File: src/hdl/flash_host_pkg.sv
package flash_host_pkg;

   // ==========================================================
   // timing
   localparam int CLK_NS = 8;
   localparam int PHASE_NS = 50; // least setup, strobe and hold time
   localparam int CYC_PHASE = (PHASE_NS + CLK_NS - 1) / CLK_NS;

   // ==========================================================
   // flash command codes
   localparam logic [7:0] CMD_ERASE_SETUP = 8'h20;
   localparam logic [7:0] CMD_ERASE_CONFIRM = 8'hd0;
   localparam logic [7:0] CMD_READ_ARRAY = 8'hff;

   // ==========================================================
   // sequencer_status bit positions
   localparam int SR_READY = 7;
   localparam int SR_ERASE_ERR = 5;
   localparam int SR_PROG_ERR = 4;
   localparam logic [7:0] SR_POLL_MASK = 8'hfe; // bit 0 is reserved
   localparam logic [7:0] SR_ERR_MASK = 8'h3a;  // bits 5,4,3,1
   localparam logic [7:0] SR_RESET = 8'h00;

   // ==========================================================
   // own register map, byte offsets
   localparam logic [3:0] OFS_CTRL = 4'h0;
   localparam logic [3:0] OFS_ADDR = 4'h4;
   localparam logic [3:0] OFS_STATUS = 4'h8;
   localparam int CTRL_ERASE = 0;
   localparam int CTRL_CLEAR = 1;
   localparam int CTRL_ARRAY = 2;
   localparam logic [1:0] RESP_OKAY = 2'h0;
   localparam logic [1:0] RESP_SLVERR = 2'h2;

   localparam int FA_W = 21;

   // ==========================================================
   // pin bundle driven toward the flash
   typedef struct packed {
      logic [FA_W-1:0] addr;
      logic [7:0] dq_o;
      logic dq_oe;
      logic ce_n;
      logic we_n;
      logic oe_n;
   } flash_pins_t;

   typedef enum logic [1:0] {PH_IDLE, PH_SETUP, PH_STROBE, PH_HOLD}
      phase_t;

   typedef enum logic [2:0] {
      ST_IDLE, ST_SETUP, ST_CONFIRM, ST_WAIT, ST_POLL, ST_ARRAY, ST_CLEAR
   } host_state_t;

endpackage

File: src/hdl/flash_bus_cycle.sv
`timescale 1ns/1ns
module flash_bus_cycle (
   input wire logic aclk,                          // system clock
   input wire logic aresetn,                       // sync reset
   input wire logic start,                         // begin one cycle
   input wire logic is_write,                      // 1 write, 0 read
   input wire logic [flash_host_pkg::FA_W-1:0] addr, // flash address
   input wire logic [7:0] wdata,                   // write data
   input wire logic [7:0] dq_i,                    // data pins in
   output logic idle,                              // ready to start
   output logic done,                              // cycle finished
   output logic [7:0] rdata,                       // sampled read data
   output flash_host_pkg::flash_pins_t pins        // flash pin drive
);

   typedef struct packed {
      flash_host_pkg::phase_t ph;
      logic [3:0] cnt;
      logic wr;
      flash_host_pkg::flash_pins_t pins;
      logic [7:0] rdata;
      logic done;
      logic [7:0] dq_s1;
      logic [7:0] dq_s2;
   } cycle_regs_t;

   localparam logic [3:0] PH_LAST = 4'(flash_host_pkg::CYC_PHASE - 1);

   cycle_regs_t q, d;

   // ==========================================================
   // setup, strobe, hold sequence on the pins
   always_comb begin
      d = q;
      d.done = 1'b0;
      d.dq_s1 = dq_i;
      d.dq_s2 = q.dq_s1;
      if (q.ph != flash_host_pkg::PH_IDLE) begin
         d.cnt = q.cnt - 4'h1;
      end
      case (q.ph)
         flash_host_pkg::PH_IDLE: begin
            if (start) begin
               d.ph = flash_host_pkg::PH_SETUP;
               d.cnt = PH_LAST;
               d.wr = is_write;
               d.pins.addr = addr;
               d.pins.dq_o = wdata;
               d.pins.dq_oe = is_write;
               d.pins.ce_n = 1'b0;
            end
         end
         flash_host_pkg::PH_SETUP: begin
            if (q.cnt == 4'h0) begin
               d.ph = flash_host_pkg::PH_STROBE;
               d.cnt = PH_LAST;
               d.pins.we_n = ~q.wr;
               d.pins.oe_n = q.wr;
            end
         end
         flash_host_pkg::PH_STROBE: begin
            if (q.cnt == 4'h0) begin
               d.ph = flash_host_pkg::PH_HOLD;
               d.cnt = PH_LAST;
               d.pins.we_n = 1'b1;
               d.pins.oe_n = 1'b1;
               if (!q.wr) begin
                  d.rdata = q.dq_s2; // sampled at end of strobe
               end
            end
         end
         flash_host_pkg::PH_HOLD: begin
            if (q.cnt == 4'h0) begin
               d.ph = flash_host_pkg::PH_IDLE;
               d.pins.ce_n = 1'b1;
               d.pins.dq_oe = 1'b0;
               d.done = 1'b1;
            end
         end
         default: d.ph = flash_host_pkg::PH_IDLE;
      endcase
   end

   // register stage
   always_ff @(posedge aclk) begin
      if (!aresetn) begin
         q <= '0;
         q.ph <= flash_host_pkg::PH_IDLE;
         q.pins.ce_n <= 1'b1;
         q.pins.we_n <= 1'b1;
         q.pins.oe_n <= 1'b1;
      end else begin
         q <= d;
      end
   end

   assign idle = (q.ph == flash_host_pkg::PH_IDLE);
   assign done = q.done;
   assign rdata = q.rdata;
   assign pins = q.pins;

endmodule

File: src/hdl/flash_erase_host.sv
// Chosen here: the AXI4-Lite interface to the registers and the register addresses.
`timescale 1ns/1ns
// How it works
// device shows ready bit when sequencer idle
// device flags suspended erase in status
// device flags failed erase or unlock
// device flags failed program or lock set
// device aborts and flags low supply
// device flags suspended byte write
// device aborts and flags protection lock
// host masks reserved status bit zero
// both error bits mean bad sequence
// device samples supply only after sequences
// device checks locks only after sequences
// device reports lock states as codes
// host trusts status only when ready
// erase is setup 20h then confirm D0h
// host writes FFh to restore array reads
// device keeps error bits until cleared
// host clears status before any retry
// device flags locked block during erase
// device returns status until next command
// locked block refuses erase unless overridden
// status shows ready, no errors after reset
module flash_erase_host #(
   parameter logic [7:0] CLEAR_CMD = 8'h50 // clear status command code
) (
   input wire logic aclk,                   // system clock
   input wire logic aresetn,                // sync reset, active low
   input wire logic [3:0] s_awaddr,         // write address
   input wire logic s_awvalid,              // write address valid
   output logic s_awready,                  // write address ready
   input wire logic [31:0] s_wdata,         // write data
   input wire logic [3:0] s_wstrb,          // write strobes
   input wire logic s_wvalid,               // write data valid
   output logic s_wready,                   // write data ready
   output logic [1:0] s_bresp,              // write response
   output logic s_bvalid,                   // write response valid
   input wire logic s_bready,               // write response ready
   input wire logic [3:0] s_araddr,         // read address
   input wire logic s_arvalid,              // read address valid
   output logic s_arready,                  // read address ready
   output logic [31:0] s_rdata,             // read data
   output logic [1:0] s_rresp,              // read response
   output logic s_rvalid,                   // read data valid
   input wire logic s_rready,               // read data ready
   input wire logic [7:0] flash_dq_i,       // flash data pins in
   output logic [7:0] flash_dq_o,           // flash data pins out
   output logic flash_dq_oe,                // flash data drive enable
   output logic [20:0] flash_addr,          // flash address pins
   output logic flash_ce_n,                 // chip enable, low active
   output logic flash_we_n,                 // write enable, low active
   output logic flash_oe_n,                 // output enable, low active
   input wire logic ready_busy_pin          // high when flash ready
);

   typedef struct packed {
      flash_host_pkg::host_state_t st;
      logic pend;
      logic [20:0] addr;
      logic [7:0] sr;
      logic done;
      logic err;
      logic req_erase;
      logic req_clear;
      logic req_array;
      logic aw_got;
      logic [3:0] awa;
      logic w_got;
      logic [31:0] wd;
      logic [3:0] ws;
      logic bvalid;
      logic [1:0] bresp;
      logic rvalid;
      logic [31:0] rdata;
      logic [1:0] rresp;
      logic rb_s1;
      logic rb_s2;
   } host_regs_t;

   host_regs_t q, d;
   logic cyc_start, cyc_write, cyc_idle, cyc_done;
   logic [7:0] cyc_wdata, cyc_rdata;
   flash_host_pkg::flash_pins_t pins;

   // ==========================================================
   // helpers
   function automatic logic [1:0] reg_index(input logic [3:0] a);
      case (a)
         flash_host_pkg::OFS_CTRL: reg_index = 2'h1;
         flash_host_pkg::OFS_ADDR: reg_index = 2'h2;
         flash_host_pkg::OFS_STATUS: reg_index = 2'h3;
         default: reg_index = 2'h0;
      endcase
   endfunction

   function automatic logic [7:0] cmd_of(
      input flash_host_pkg::host_state_t s);
      case (s)
         flash_host_pkg::ST_SETUP: cmd_of = flash_host_pkg::CMD_ERASE_SETUP;
         flash_host_pkg::ST_CONFIRM:
            cmd_of = flash_host_pkg::CMD_ERASE_CONFIRM;
         flash_host_pkg::ST_CLEAR: cmd_of = CLEAR_CMD;
         default: cmd_of = flash_host_pkg::CMD_READ_ARRAY;
      endcase
   endfunction

   // ==========================================================
   // flash bus cycles
   assign cyc_write = (q.st != flash_host_pkg::ST_POLL);
   assign cyc_wdata = cmd_of(q.st);
   assign cyc_start = !q.pend && (q.st != flash_host_pkg::ST_IDLE) &&
                      (q.st != flash_host_pkg::ST_WAIT);

   flash_bus_cycle u_cycle (
      .aclk(aclk),
      .aresetn(aresetn),
      .start(cyc_start),
      .is_write(cyc_write),
      .addr(q.addr),
      .wdata(cyc_wdata),
      .dq_i(flash_dq_i),
      .idle(cyc_idle),
      .done(cyc_done),
      .rdata(cyc_rdata),
      .pins(pins)
   );

   // ==========================================================
   // sequencer and register file
   always_comb begin
      d = q;
      d.rb_s1 = ready_busy_pin;
      d.rb_s2 = q.rb_s1;
      if (cyc_start && cyc_idle) d.pend = 1'b1;
      if (cyc_done) d.pend = 1'b0;
      case (q.st)
         flash_host_pkg::ST_IDLE: begin
            if (q.req_clear) begin
               d.req_clear = 1'b0;
               d.st = flash_host_pkg::ST_CLEAR;
            end else if (q.req_erase) begin
               d.req_erase = 1'b0;
               if (!q.err) begin
                  d.done = 1'b0;
                  d.st = flash_host_pkg::ST_SETUP;
               end
            end else if (q.req_array) begin
               d.req_array = 1'b0;
               d.st = flash_host_pkg::ST_ARRAY;
            end
         end
         flash_host_pkg::ST_SETUP: begin
            if (cyc_done) d.st = flash_host_pkg::ST_CONFIRM;
         end
         flash_host_pkg::ST_CONFIRM: begin
            if (cyc_done) d.st = flash_host_pkg::ST_WAIT;
         end
         flash_host_pkg::ST_WAIT: begin
            if (q.rb_s2) d.st = flash_host_pkg::ST_POLL;
         end
         flash_host_pkg::ST_POLL: begin
            if (cyc_done) begin
               if (cyc_rdata[flash_host_pkg::SR_READY]) begin
                  d.sr = cyc_rdata & flash_host_pkg::SR_POLL_MASK;
                  d.err = |(cyc_rdata & flash_host_pkg::SR_ERR_MASK);
                  d.done = 1'b1;
                  d.st = flash_host_pkg::ST_ARRAY;
               end else begin
                  d.st = flash_host_pkg::ST_WAIT;
               end
            end
         end
         flash_host_pkg::ST_ARRAY: begin
            if (cyc_done) d.st = flash_host_pkg::ST_IDLE;
         end
         flash_host_pkg::ST_CLEAR: begin
            if (cyc_done) begin
               d.err = 1'b0;
               d.sr = flash_host_pkg::SR_RESET;
               d.st = flash_host_pkg::ST_IDLE;
            end
         end
         default: d.st = flash_host_pkg::ST_IDLE;
      endcase

      // axi write side, address and data taken in either order
      if (s_awvalid && s_awready) begin
         d.aw_got = 1'b1;
         d.awa = s_awaddr;
      end
      if (s_wvalid && s_wready) begin
         d.w_got = 1'b1;
         d.wd = s_wdata;
         d.ws = s_wstrb;
      end
      if (q.aw_got && q.w_got && !q.bvalid) begin
         d.aw_got = 1'b0;
         d.w_got = 1'b0;
         d.bvalid = 1'b1;
         d.bresp = flash_host_pkg::RESP_OKAY;
         case (reg_index(q.awa))
            2'h1: begin
               if (q.ws[0]) begin // a new request wins over consumption
                  if (q.wd[flash_host_pkg::CTRL_ERASE]) d.req_erase = 1'b1;
                  if (q.wd[flash_host_pkg::CTRL_CLEAR]) d.req_clear = 1'b1;
                  if (q.wd[flash_host_pkg::CTRL_ARRAY]) d.req_array = 1'b1;
               end
            end
            2'h2: begin
               if (q.ws[0]) d.addr[7:0] = q.wd[7:0];
               if (q.ws[1]) d.addr[15:8] = q.wd[15:8];
               if (q.ws[2]) d.addr[20:16] = q.wd[20:16];
            end
            2'h3: ; // status is read only
            default: d.bresp = flash_host_pkg::RESP_SLVERR;
         endcase
      end else if (q.bvalid && s_bready) begin
         d.bvalid = 1'b0;
      end

      // axi read side
      if (s_arvalid && s_arready) begin
         d.rvalid = 1'b1;
         d.rresp = flash_host_pkg::RESP_OKAY;
         case (reg_index(s_araddr))
            2'h1: d.rdata = {29'h0, q.req_array, q.req_clear, q.req_erase};
            2'h2: d.rdata = {11'h0, q.addr};
            2'h3: d.rdata = {16'h0, q.sr, 4'h0,
                             q.sr[flash_host_pkg::SR_ERASE_ERR] &
                             q.sr[flash_host_pkg::SR_PROG_ERR],
                             q.err, q.done,
                             q.st != flash_host_pkg::ST_IDLE};
            default: begin
               d.rdata = 32'h0;
               d.rresp = flash_host_pkg::RESP_SLVERR;
            end
         endcase
      end else if (q.rvalid && s_rready) begin
         d.rvalid = 1'b0;
      end
   end

   // register stage
   always_ff @(posedge aclk) begin
      if (!aresetn) begin
         q <= '0;
         q.st <= flash_host_pkg::ST_IDLE;
         q.sr <= flash_host_pkg::SR_RESET;
      end else begin
         q <= d;
      end
   end

   // ==========================================================
   // outputs
   assign s_awready = !q.aw_got && !q.bvalid;
   assign s_wready = !q.w_got && !q.bvalid;
   assign s_bvalid = q.bvalid;
   assign s_bresp = q.bresp;
   assign s_arready = !q.rvalid;
   assign s_rvalid = q.rvalid;
   assign s_rdata = q.rdata;
   assign s_rresp = q.rresp;
   assign flash_dq_o = pins.dq_o;
   assign flash_dq_oe = pins.dq_oe;
   assign flash_addr = pins.addr;
   assign flash_ce_n = pins.ce_n;
   assign flash_we_n = pins.we_n;
   assign flash_oe_n = pins.oe_n;

   // ==========================================================
   // checks
   a_reserved_masked: assert property (@(posedge aclk)
      disable iff (!aresetn) q.sr[0] == 1'b0)
      else $error("reserved status bit kept");
   a_ready_capture: assert property (@(posedge aclk)
      disable iff (!aresetn) $rose(q.done) |->
         q.sr[flash_host_pkg::SR_READY] && $past(q.rb_s2))
      else $error("status captured while busy");
   a_erase_pair: assert property (@(posedge aclk)
      disable iff (!aresetn)
      (q.st == flash_host_pkg::ST_SETUP && cyc_done)
      |=> q.st == flash_host_pkg::ST_CONFIRM && cyc_start &&
          cyc_wdata == flash_host_pkg::CMD_ERASE_CONFIRM
          ##1 pins.addr == $past(pins.addr, 2))
      else $error("erase confirm not after setup");
   a_array_after: assert property (@(posedge aclk)
      disable iff (!aresetn)
      (q.st == flash_host_pkg::ST_POLL && cyc_done && cyc_rdata[7])
      |=> ##[1:40] (pins.we_n == 1'b0 && pins.dq_o == 8'hff))
      else $error("read array not written after erase");
   a_retry_block: assert property (@(posedge aclk)
      disable iff (!aresetn)
      (q.st == flash_host_pkg::ST_IDLE && q.err && !q.req_clear)
      |=> q.st != flash_host_pkg::ST_SETUP)
      else $error("erase retried with errors pending");

endmodule

File: config.mk
export PLATFORM = sky130hd
export DESIGN_NAME = flash_erase_host
export DESIGN_NICKNAME = d
export VERILOG_FILES = /design/src/hdl/flash_host_pkg.sv /design/src/hdl/flash_bus_cycle.sv /design/src/hdl/flash_erase_host.sv
export SDC_FILE = /design/constraint.sdc
export NUM_CORES = 1
export LEC_CHECK = 0
export BUFFER_PORTS_ARGS = -buffer_cell sky130_fd_sc_hd__buf_2
export CORE_MARGIN = 2
export CORE_UTILIZATION = 50
export DETAILED_ROUTE_END_ITERATION = 6
export GPL_TIMING_DRIVEN = 1
export PLACE_DENSITY = 0.8
export RECOVER_POWER = 100
export SYNTH_ARGS = -nofsm -noshare
export SYNTH_HDL_FRONTEND = slang
export SYNTH_HIERARCHICAL = 1
export SYNTH_SLANG_ARGS = --single-unit
export TNS_END_PERCENT = 50
File: constraint.sdc
create_clock -name aclk -period 1.8 [get_ports aclk]
set_input_delay 0.36 -clock aclk [delete_from_list [all_inputs] [get_ports aclk]]
set_output_delay 0.36 -clock aclk [all_outputs]
set_load 0.05 [all_outputs]
==> metrics.md, run 1 <==
| Metric | Value |
|---|---|
| Status | finished clean |
| Pleak | 2.85 nW |
| CTS clk-pin slew, worst paths | 0.06 ns |
| Final Util | 58.4% |
| Gr usage total | 19.6% |
| Crit path launch type | flop |
| Final hold vios | 0 |
| Post-route insts no fill | 995 |
| Total Power | 11.1 mW |
| Post-Synthesis Cells | 768 |
| Via-to-Cell Ratio | 5.10 |
| CP peak stage delay | 0.52 ns |
| CTS tree | built |
| Layout cells sized above 1 | 15.6% |
| CTS Buffer Depth | 2 |
| Worst-Skew Late Latency | 0.42 ns |
| Post-Synthesis Cell Area | 6580 µm² |
| HPWL Detailed | 9530 µm |
| Critical Path Sink Type | flop |
| Highest clock rate | 562 MHz |
| DR pass1 iterations | 4 |
| Worst-margin pin slew | 0.828 ns |
| Buf/Inv on CP | 1 |
| Final Wtd Congestion | 0.849 |
| YS warnings | 6 |
| CP Depth | 6 |
| Worst hold path type | input port to flop |
| Crit-path leading delay family | simple AND/OR/NAND/NOR gates |
| Wire per inst | 14.0 µm |
| Area after DPL | 6820 µm² |
| Highest ir drop seen on vdd | 699 µV |
| Pwr Density | 1490 nW/µm² |
| Worst R2R Setup Slack | 0.02 ns |
| Max-cap violations | 0 |
| CP arrival | 2.09 ns |
| Fin crit share | 98.9% |
| Initial Util | 51.8% |
| Total congestion overflow | 0 |
| Die span in x | 119 µm |
| Syn avg cell area | 8.57 µm² |
| Largest net degree at the start of global routing | 61 |
| Net count, final | 871 |
| Row count | 41 |
| Vias | 5,075 |
| Critical Path RT | 2.11 ns |
| Crit Path Class | flop to flop |
| I/O pin count | 134 |
| Port-buffer cells | 107 |
| FF-to-FF path depth | 6 |
| Rel. slew slack | 44.8% |
| Chip Height | 119 µm |
| # fillers | 1,176 |
| Iteration-0 DRC Markers | 346 |
| R2r endpoint | u_cycle/rdata[5] |
| H-tree levels | 4 |
| Total Die Area | 14,100 µm² |
| Synthesis-to-finish area growth | 12.9% |
| # placed instances | 960 |
| Final min period | 1.78 ns |
| RSZ-0062 raised after global routing | true |
| Clk_skew | 0.00537 ns |
| Crit path cell chain | inv_2 > ha_4 > or3b_4 > or4_4 > mux2i_1 > nor2b_1 |
| FF-to-FF Start | u_cycle/q[59] |
| Final non-filler cell area | 7430 µm² |
| Routed WL | 13,900 µm |
| Storage cell area | 3130 µm² |
| Worst Setup EP | u_cycle/rdata[5] |
| Critical-path top delay cell | or4_4 |
| Clock root buffer | clkbuf_16 |
| # setup viols final | 0 |
| Post-DRT Antenna Nets | 0 |
| Max Transition Viols Final | 0 |
| Clock Sinks | 156 |
| Diode count | 0 |
| Critical path fanouts, max | 7 |
| Total CTS buffers | 17 |
| # DRC | 0 |
| Core Box Area | 12,700 µm² |
| Multi-input logic area | 2680 µm² |
| Initial antenna violation count | 0 |
| Crit. Startpoint | u_cycle/q[59] |
| Setup TNS | 0 ns |
| Vias in the first global route | 4,474 |
| First-pass GRT wire length | 22,000 µm |
| Post-CTS Hold Fix Bufs | 0 |
cells in the final DEF, fill, tap and decap left out, types with 5 or more instances in the layout:
master and instances:
and2_1 15, mux2i_1 17, o21ai_0 19, nor2b_1 14, clkbuf_2 7, dfxtp_1 154
o21ai_1 9, a21oi_1 42, conb_1 13, clkbuf_16 17, nor2_1 47, and2_0 7
nand3_1 24, inv_2 5, buf_2 48, nand2_1 150, buf_4 20, bufinv_16 5
clkbuf_1 58, a22oi_1 28, nor3_1 6, a22o_1 7, a21boi_0 31, inv_1 8
how the worst min path moves through the flow:
stage                        from            to  cells after the start
floorplan                    d[0]          q[0]                      1
global placement     u_cycle/d[2]  u_cycle/q[2]                      1
detailed placement   u_cycle/d[1]  u_cycle/q[1]                      1
CTS                 flash_dq_i[3]  u_cycle/d[3]                      2
global route        flash_dq_i[3]  u_cycle/d[3]                      2
finish              flash_dq_i[2]  u_cycle/d[2]                      2
metrics by stage:
step	worst slack (ns)	hold WS, ns
final	0.0196	0.142
after detailed placement	-0.0158	0.420
after CTS	0.00650	0.127
after global routing	-0.0877	0.131
after global placement	0.0159	0.416
after floorplan	-0.0643	0.412
worst register-to-register path, cell delays in order, from the launching register on:
cell and delay (ns):
dfxtp_2 0.33, inv_2 0.07, ha_4 0.13, or3b_4 0.38
or4_4 0.52, mux2i_1 0.19, nor2b_1 0.06
layout make-up:
cell class	instances	area share, %
Inverter	13	0.657
Tap cell	172	2.90
Clock buffer	19	6.09
Clock inverter	13	2.85
Timing Repair Buffer	136	9.34
Multi-Input combinational cell	486	36.1
Sequential cell	156	42.1
layer usage:
layer  wire length (µm)  GRT usage (%)  vias to the layer above  part of all wire (%)
li1                   -              -                     2575                     -
met1               6620           26.5                     2328                    48
met2               6350           30.2                      161                    46
met3                788           4.54                       11                   5.7
met4                182           7.51                        0                   1.3
met5                  0              0                        -                     0
where the power goes:
group	switching, mW	internal, mW	leakage (nW)
clock	1.42	2.54	0.313
sequential	0.223	3.76	1.27
combinational	2.02	1.14	1.27
sequential cells by signal (all words and copies together) (netlist names):
signal and cells:
d 1, q 68, s_bresp 1, s_bvalid 1
s_rdata 21, s_rresp 1, s_rvalid 1, u_cycle/d 7
u_cycle/done 1, u_cycle/pins 33, u_cycle/q 14, u_cycle/rdata 7
what timing repair did:
item,CTS,global route
setup endpoints to repair,8,10
setup buffers,2,1
gates resized for setup,6,3
Note: power is estimated with default switching activity, not from simulation.
==> run 2, diff against run 1 <==
--- a/config.mk
+++ b/config.mk
@@ -10,7 +10,7 @@
 export CORE_UTILIZATION = 50
 export DETAILED_ROUTE_END_ITERATION = 6
 export GPL_TIMING_DRIVEN = 1
-export PLACE_DENSITY = 0.8
+export PLACE_DENSITY = 0.76
 export RECOVER_POWER = 100
 export SYNTH_ARGS = -nofsm -noshare
 export SYNTH_HDL_FRONTEND = slang
==> constraint.sdc (replaced) <==
create_clock -name aclk -period 1.8 [get_ports aclk]
set_input_delay 0.36 -clock aclk [delete_from_list [all_inputs] [get_ports aclk]]
set_output_delay 0.36 -clock aclk [all_outputs]
set_load 0.02 [all_outputs]
==> run 2 against run 1 <==
Against the previous run: die area unchanged; final cell count shrank 0.10%; clock skew is essentially flat; utilization decreased by 0.90 points; non-clock buffer count shrank 3; clock-buffer cell count increased by 3; sequential share of layout area grew 0.65 points; register-to-register slack worse by 0.02 ns; first-iteration DRC count fell by 25%; clock power decreased by 8.6%; via count down 0.35%; the run now ends with setup timing left; critical path depth did not move; highest routed layer unchanged.
==> metrics.md, run 2 (synthesis results as in run 1) <==
| Metric | Value |
|---|---|
| Status | complete, but fails checks (was finished clean) |
| Failing checks | setup timing |
| Crit path cell chain | inv_2 > ha_4 > or3b_4 > or4_4 > mux2i_1 > nor2b_1 (unchanged) |
| Total congestion overflow | 0 (unchanged) |
| DR pass1 iterations | 7 (was 4) |
| Pwr Density | 1410 nW/µm² (was 1490 nW/µm²) |
| Hold depth | 2 (unchanged) |
| Vias | 5,057 (was 5,075) |
| Worst hold path type | input port to flop (unchanged) |
| Pleak | 2.80 nW (was 2.85 nW) |
| WL met2 | 6170 µm (was 6350 µm) |
| RSZ-0062 raised after global routing | true (unchanged) |
| Final non-filler cell area | 7320 µm² (was 7430 µm²) |
| Initial antenna violation count | 2 (was 0) |
| Post-CTS Hold Fix Bufs | 0 (unchanged) |
| Max-cap violations | 0 (unchanged) |
| I/O pin count | 134 (unchanged) |
| Met3 WL post-DR | 733 µm (was 788 µm) |
| Clk_skew | 0.00569 ns (was 0.00537 ns) |
| Routed WL | 13,800 µm (was 13,900 µm) |
| HPWL Detailed | 9220 µm (was 9530 µm) |
| FF-to-FF Start | u_cycle/q[59] (unchanged) |
| Net count, final | 868 (was 871) |
| CTS clk-pin slew, worst paths | 0.06 ns (about the same) |
| Most common cell after layout, fill and taps aside | dfxtp_1 (unchanged) |
| Int Pwr | 7.08 mW (was 7.44 mW) |
| Iteration-0 DRC Markers | 261 (was 346) |
| H-tree levels | 4 (unchanged) |
| Post-route insts no fill | 994 (was 995) |
| Total CTS buffers | 17 (unchanged) |
| Port-buffer cells | 107 (unchanged) |
| Worst-margin pin slew | 1.32 ns (was 0.828 ns) |
| Critical Path RT | 2.10 ns (was 2.11 ns) |
| R2r endpoint | u_cycle/rdata[5] (unchanged) |
| Chip Height | 119 µm (unchanged) |
| Final hold vios | 0 (unchanged) |
| WL met1 | 6660 µm (was 6620 µm) |
| Critical Path Sink Type | flop (unchanged) |
| Post-DRT Antenna Nets | 0 (unchanged) |
| Max Transition Viols Final | 0 (unchanged) |
| Clock root buffer | clkbuf_16 (unchanged) |
| Switching share of power | 31.4% (was 33.0%) |
| # setup viols final | 1 (was 0) |
| Die span in x | 119 µm (unchanged) |
| Most frequent cells in the layout | 154 x dfxtp_1, 150 x nand2_1, 66 x clkbuf_1 (was 154 x dfxtp_1, 150 x nand2_1, 58 x clkbuf_1) |
| Critical path fanouts, max | 7 (unchanged) |
| # fillers | 1,209 (was 1,176) |
| Crit path launch type | flop (unchanged) |
| Clock Power Share | 35.1% (was 35.7%) |
| Hold_sp | flash_dq_i[3] (was flash_dq_i[2]) |
| Clock Sinks | 156 (unchanged) |
| NetSw | 3.24 mW (was 3.66 mW) |
| Crit. Startpoint | u_cycle/q[59] (unchanged) |
| Max reg flops | 68 (unchanged) |
| Final WS setup | -0.00350 ns (was 0.0196 ns) |
| CTS tree | built (unchanged) |
| CP peak stage delay | 0.52 ns (about the same) |
| Vias in the first global route | 4,600 (was 4,474) |
| Area after DPL | 6820 µm² (about the same) |
| Highest ir drop seen on vdd | 780 µV (was 699 µV) |
| FF-to-FF path depth | 6 (unchanged) |
| Worst R2R Setup Slack | -0.004 ns (was 0.02 ns) |
| Critical-path top delay cell | or4_4 (unchanged) |
| Via-to-Cell Ratio | 5.09 (was 5.10) |
| Row count | 41 (unchanged) |
| Largest net degree at the start of global routing | 88 (was 61) |
| Worst Setup EP | u_cycle/rdata[5] (unchanged) |
| Combinational fraction of design power | 26.3% (was 28.4%) |
| Rel. slew slack | 11.9% (was 44.8%) |
| Fin crit share | 100% (was 98.9%) |
| Final Wtd Congestion | 0.842 (was 0.849) |
| Total Die Area | 14,100 µm² (unchanged) |
| Reg power frac | 38.6% (was 35.9%) |
| CTS Buffer Depth | 2 (unchanged) |
| Layout cells sized above 1 | 14.0% (was 15.6%) |
| Core Box Area | 12,700 µm² (unchanged) |
| Top Metal Used | met4 (unchanged) |
| Initial Util | 51.8% (unchanged) |
| Reg with most FFs | q (unchanged) |
| Final min period | 1.80 ns (was 1.78 ns) |
| Gr usage total | 20.1% (was 19.6%) |
| DP Worst Slack | -0.0179 ns (was -0.0158 ns) |
| # DRC | 0 (unchanged) |
| Crit Path Class | flop to flop (unchanged) |
| CP arrival | 2.11 ns (was 2.09 ns) |
| Highest clock rate | 554 MHz (was 562 MHz) |
| # placed instances | 958 (was 960) |
| Worst-Skew Late Latency | 0.42 ns (about the same) |
| First-pass GRT wire length | 22,700 µm (was 22,000 µm) |
| Synthesis-to-finish area growth | 11.2% (was 12.9%) |
| Wire per inst | 13.9 µm (was 14.0 µm) |
## run 2: cell types whose count changed in the layout (fill, tap and decap cells not counted), moves of 3 or more
cell / previous run / this run
clkbuf_1: 58 / 66
and2_0: 7 / 3
and2_1: 15 / 19
buf_4: 20 / 17
clkbuf_2: 7 / 4
## run 2: final cells by class
class	count	area [µm²]	share of cell area, %
diodes	2	5.00	0.0684
repair buffers	133	662	9.04
clock inverters	10	138	1.88
multi-input cells	486	2660	36.3
flip-flops and latches	156	3130	42.7
well taps	172	215	2.94
inverters	13	48.8	0.667
clock buffers	22	464	6.34
## run 2: worst min path at each step
stage	endpoint
finish	u_cycle/d[3]
global placement	u_cycle/q[2]
detailed placement	u_cycle/q[2]
floorplan	q[0]
CTS	u_cycle/d[3]
global route	u_cycle/d[3]
## run 2: per-stage QoR
step                      setup TNS (ns)  power (mW)  hold WS [ns]  utilization (%)
after floorplan                        0        6.08         0.412                -
after global placement                 0        6.69         0.414             53.6
after detailed placement         -0.0627        6.74         0.419             53.6
after CTS                       -0.00777        10.4         0.128             58.5
after global routing              -0.505        10.9         0.129             57.5
final                           -0.00350        10.3         0.143             57.5
## run 2: worst max-delay path: cells and delay by family (launching register included)
kind	cells	cell delay [ns]
DFF	1	0.32
adders and majority gates	1	0.13
buffers and inverters	1	0.07
and+or+nand+nor	3	0.96
muxes	1	0.21
## run 2: repair_timing
action                                  CTS  global route
gates resized for setup                   6             2
endpoints found under the setup margin    8            17
buffers inserted                          1             1
## run 2: per-layer routing
| metal | vias up | GRT usage (%) |
|---|---|---|
| li1 | 2574 | - |
| met2 | 152 | 30.7 |
| met5 | - | 0 |
| met1 | 2317 | 27.1 |
| met4 | 0 | 8.26 |
| met3 | 14 | 5.21 |
## run 2: power by group through the flow
stage               logic, mW  registers, mW  clock network [mW]
floorplan                2.10           3.98                   0
global placement         2.65           4.04                   0
detailed placement       2.69           4.05                   0
CTS                      2.74           3.98                3.68
global route             3.01           4.04                3.85
finish                   2.71           3.99                3.62
==> run 3, diff against run 2 <==
--- a/config.mk
+++ b/config.mk
@@ -5,6 +5,7 @@
 export SDC_FILE = /design/constraint.sdc
 export NUM_CORES = 1
 export LEC_CHECK = 0
+export ABC_AREA = 1
 export BUFFER_PORTS_ARGS = -buffer_cell sky130_fd_sc_hd__buf_2
 export CORE_MARGIN = 2
 export CORE_UTILIZATION = 50
==> run 3 against run 2 <==
Against the previous run: the run now ends clean; combinational power is 3% higher; critical path type unchanged; non-clock buffer count is 14 lower; critical endpoint is now u_cycle/pins[15]; largest cell class unchanged; worst setup slack better by 0.21 ns.
==> metrics.md, run 3 <==
| Metric | Value |
|---|---|
| Status | finished clean (was complete, but fails checks) |
| First-pass GRT wire length | 23,000 µm (was 22,700 µm) |
| Combinational fraction of design power | 27.3% (was 26.3%) |
| # placed instances | 1,075 (was 958) |
| Post-Synthesis Cell Area | 6620 µm² (was 6580 µm²) |
| # setup viols final | 0 (was 1) |
| CTS tree | built (unchanged) |
| Post-route insts no fill | 1,106 (was 994) |
| # DRC | 0 (unchanged) |
| Worst R2R Setup Slack | 0.21 ns (was -0.004 ns) |
| Post-CTS Hold Fix Bufs | 0 (unchanged) |
| Int Pwr | 6.72 mW (was 7.08 mW) |
| Setup TNS | 0 ns (was -0.00350 ns) |
| Total congestion overflow | 0 (unchanged) |
| Reg power frac | 40.6% (was 38.6%) |
| Max-cap violations | 0 (unchanged) |
| Iteration-0 DRC Markers | 207 (was 261) |
| Clock Sinks | 156 (unchanged) |
| Worst-margin pin slew | 0.949 ns (was 1.32 ns) |
| I/O pin count | 134 (unchanged) |
| Diode count | 0 (was 2) |
| DR pass1 iterations | 4 (was 7) |
| Reg with most FFs | q (unchanged) |
| Crit. Startpoint | q[117] (was u_cycle/q[59]) |
| Via-to-Cell Ratio | 4.80 (was 5.09) |
| Clock root buffer | clkbuf_16 (unchanged) |
| R2r endpoint | u_cycle/pins[15] (was u_cycle/rdata[5]) |
| FF-to-FF path depth | 9 (was 6) |
| Die span in x | 119 µm (about the same) |
| Clock Power Share | 32.2% (was 35.1%) |
| Worst Setup EP | u_cycle/pins[15] (was u_cycle/rdata[5]) |
| Post-Synthesis Cells | 877 (was 768) |
| CTS clk-pin slew, worst paths | 0.06 ns (about the same) |
| Final min period | 1.59 ns (was 1.80 ns) |
| Final Util | 55.1% (was 57.5%) |
| Initial antenna violation count | 0 (was 2) |
| Port-buffer cells | 107 (unchanged) |
| Critical path fanouts, max | 30 (was 7) |
| Highest clock rate | 627 MHz (was 554 MHz) |
| NetSw | 3.56 mW (was 3.24 mW) |
| Vias | 5,312 (was 5,057) |
| Final hold vios | 0 (unchanged) |
| Clk_skew | 0.00859 ns (was 0.00569 ns) |
| Pwr Density | 1420 nW/µm² (was 1410 nW/µm²) |
| Final WS setup | 0.205 ns (was -0.00350 ns) |
| Max Transition Viols Final | 0 (unchanged) |
| Switching share of power | 34.6% (was 31.4%) |
| Worst hold path type | input port to flop (unchanged) |
| Vias in the first global route | 5,005 (was 4,600) |
| Routed WL | 13,800 µm (about the same) |
| HPWL Detailed | 9830 µm (was 9220 µm) |
| H-tree levels | 4 (unchanged) |
| Core Box Area | 13,100 µm² (was 12,700 µm²) |
| Total Power | 10.3 mW (about the same) |
| Rel. slew slack | 36.7% (was 11.9%) |
| Crit Path Class | flop to flop (unchanged) |
| Synthesis-to-finish area growth | 9.06% (was 11.2%) |
| Pleak | 3.14 nW (was 2.80 nW) |
| Row count | 42 (was 41) |
| Most frequent cells in the layout | 173 x nor2_1, 156 x dfxtp_1, 141 x nand2_1 (was 154 x dfxtp_1, 150 x nand2_1, 66 x clkbuf_1) |
| Gr usage total | 20.0% (was 20.1%) |
| YS warnings | 6 (unchanged) |
| Highest ir drop seen on vdd | 796 µV (was 780 µV) |
| Total Die Area | 14,200 µm² (was 14,100 µm²) |
| Critical Path RT | 2.14 ns (was 2.10 ns) |
| Syn avg cell area | 7.54 µm² (was 8.57 µm²) |
| Max reg flops | 68 (unchanged) |
| Wire per inst | 12.5 µm (was 13.9 µm) |
| FF-to-FF Start | q[117] (was u_cycle/q[59]) |
| RSZ-0062 raised after global routing | false (was true) |
| Critical Path Sink Type | flop (unchanged) |
| Final Wtd Congestion | 0.833 (was 0.842) |
| Net count, final | 979 (was 868) |
| Fin crit share | 88.6% (was 100%) |
| CTS Buffer Depth | 2 (unchanged) |
| Post-DRT Antenna Nets | 0 (unchanged) |
| Post-CTS setup buffers | 0 (was 1) |
| Largest net degree at the start of global routing | 35 (was 88) |
| CP arrival | 1.94 ns (was 2.11 ns) |
| Layout cells sized above 1 | 12.5% (was 14.0%) |
| CTS-repair resized insts | 0 (was 6) |
| Total CTS buffers | 17 (unchanged) |
| Most common cell after layout, fill and taps aside | nor2_1 (was dfxtp_1) |
| Chip Height | 119 µm (about the same) |
| Crit path launch type | flop (unchanged) |
| DP Worst Slack | 0.0502 ns (was -0.0179 ns) |
| Worst-Skew Late Latency | 0.41 ns (was 0.42 ns) |
| Initial Util | 50.6% (was 51.8%) |
run 3: cell types whose count changed in the layout (fill, tap and decap cells not counted), sizes merged, moves of 22 or more:
cell and change:
a21boi -31, a22oi -29, inv +54, and2 -22
o21ai +73, nor2 +135
run 3: worst min-delay path by stage:
stage	startpoint	endpoint	slack, ns	cells after the start
global placement	d[0]	q[0]	0.39	2
global route	flash_dq_i[4]	u_cycle/d[4]	0.13	3
floorplan	d[0]	q[0]	0.39	2
finish	flash_dq_i[3]	u_cycle/d[3]	0.13	3
CTS	flash_dq_i[3]	u_cycle/d[3]	0.12	3
detailed placement	u_cycle/d[6]	u_cycle/q[6]	0.40	2
run 3: per-layer routing:
| metal | up-vias | GRT usage [%] | wire length (µm) |
|---|---|---|---|
| met2 | 107 | 34.1 | 6710 |
| li1 | 2779 | - | - |
| met5 | - | 0 | 0 |
| met4 | 0 | 8.63 | 302 |
| met1 | 2401 | 24.3 | 6080 |
| met3 | 25 | 4.55 | 693 |
run 3: worst max-delay path, stage by stage (launching register included):
cell,delay (ns)
dfxtp_1,0.41
inv_2,0.09
nand2_4,0.11
nor2_2,0.06
nor3_2,0.13
inv_1,0.09
nor2_4,0.17
buf_12,0.21
o21ai_0,0.10
nor2_1,0.14
run 3: layout make-up:
cell class / count / area, µm²
multi-input cells: 554 / 2490
clock buffers: 20 / 457
fillers: 1267 / 5870
inverters: 70 / 273
well taps: 176 / 220
clock inverters: 11 / 95.1
flip-flops and latches: 156 / 3120
repair buffers: 119 / 552
run 3: power groups by stage:
| stage | clock network, mW | logic (mW) | registers [mW] |
|---|---|---|---|
| global route | 3.50 | 3.16 | 4.22 |
| CTS | 3.35 | 2.92 | 4.17 |
| detailed placement | 0 | 2.91 | 4.24 |
| finish | 3.31 | 2.80 | 4.17 |
| floorplan | 0 | 2.57 | 4.18 |
| global placement | 0 | 2.86 | 4.24 |
run 3: through the flow:
stage	cell area (µm²)	hold slack [ns]
2_1_floorplan	6660	0.390
3_3_place_gp	6790	0.393
3_5_place_dp	6790	0.399
4_1_cts	7340	0.117
5_1_grt	7210	0.131
6_report	7210	0.126
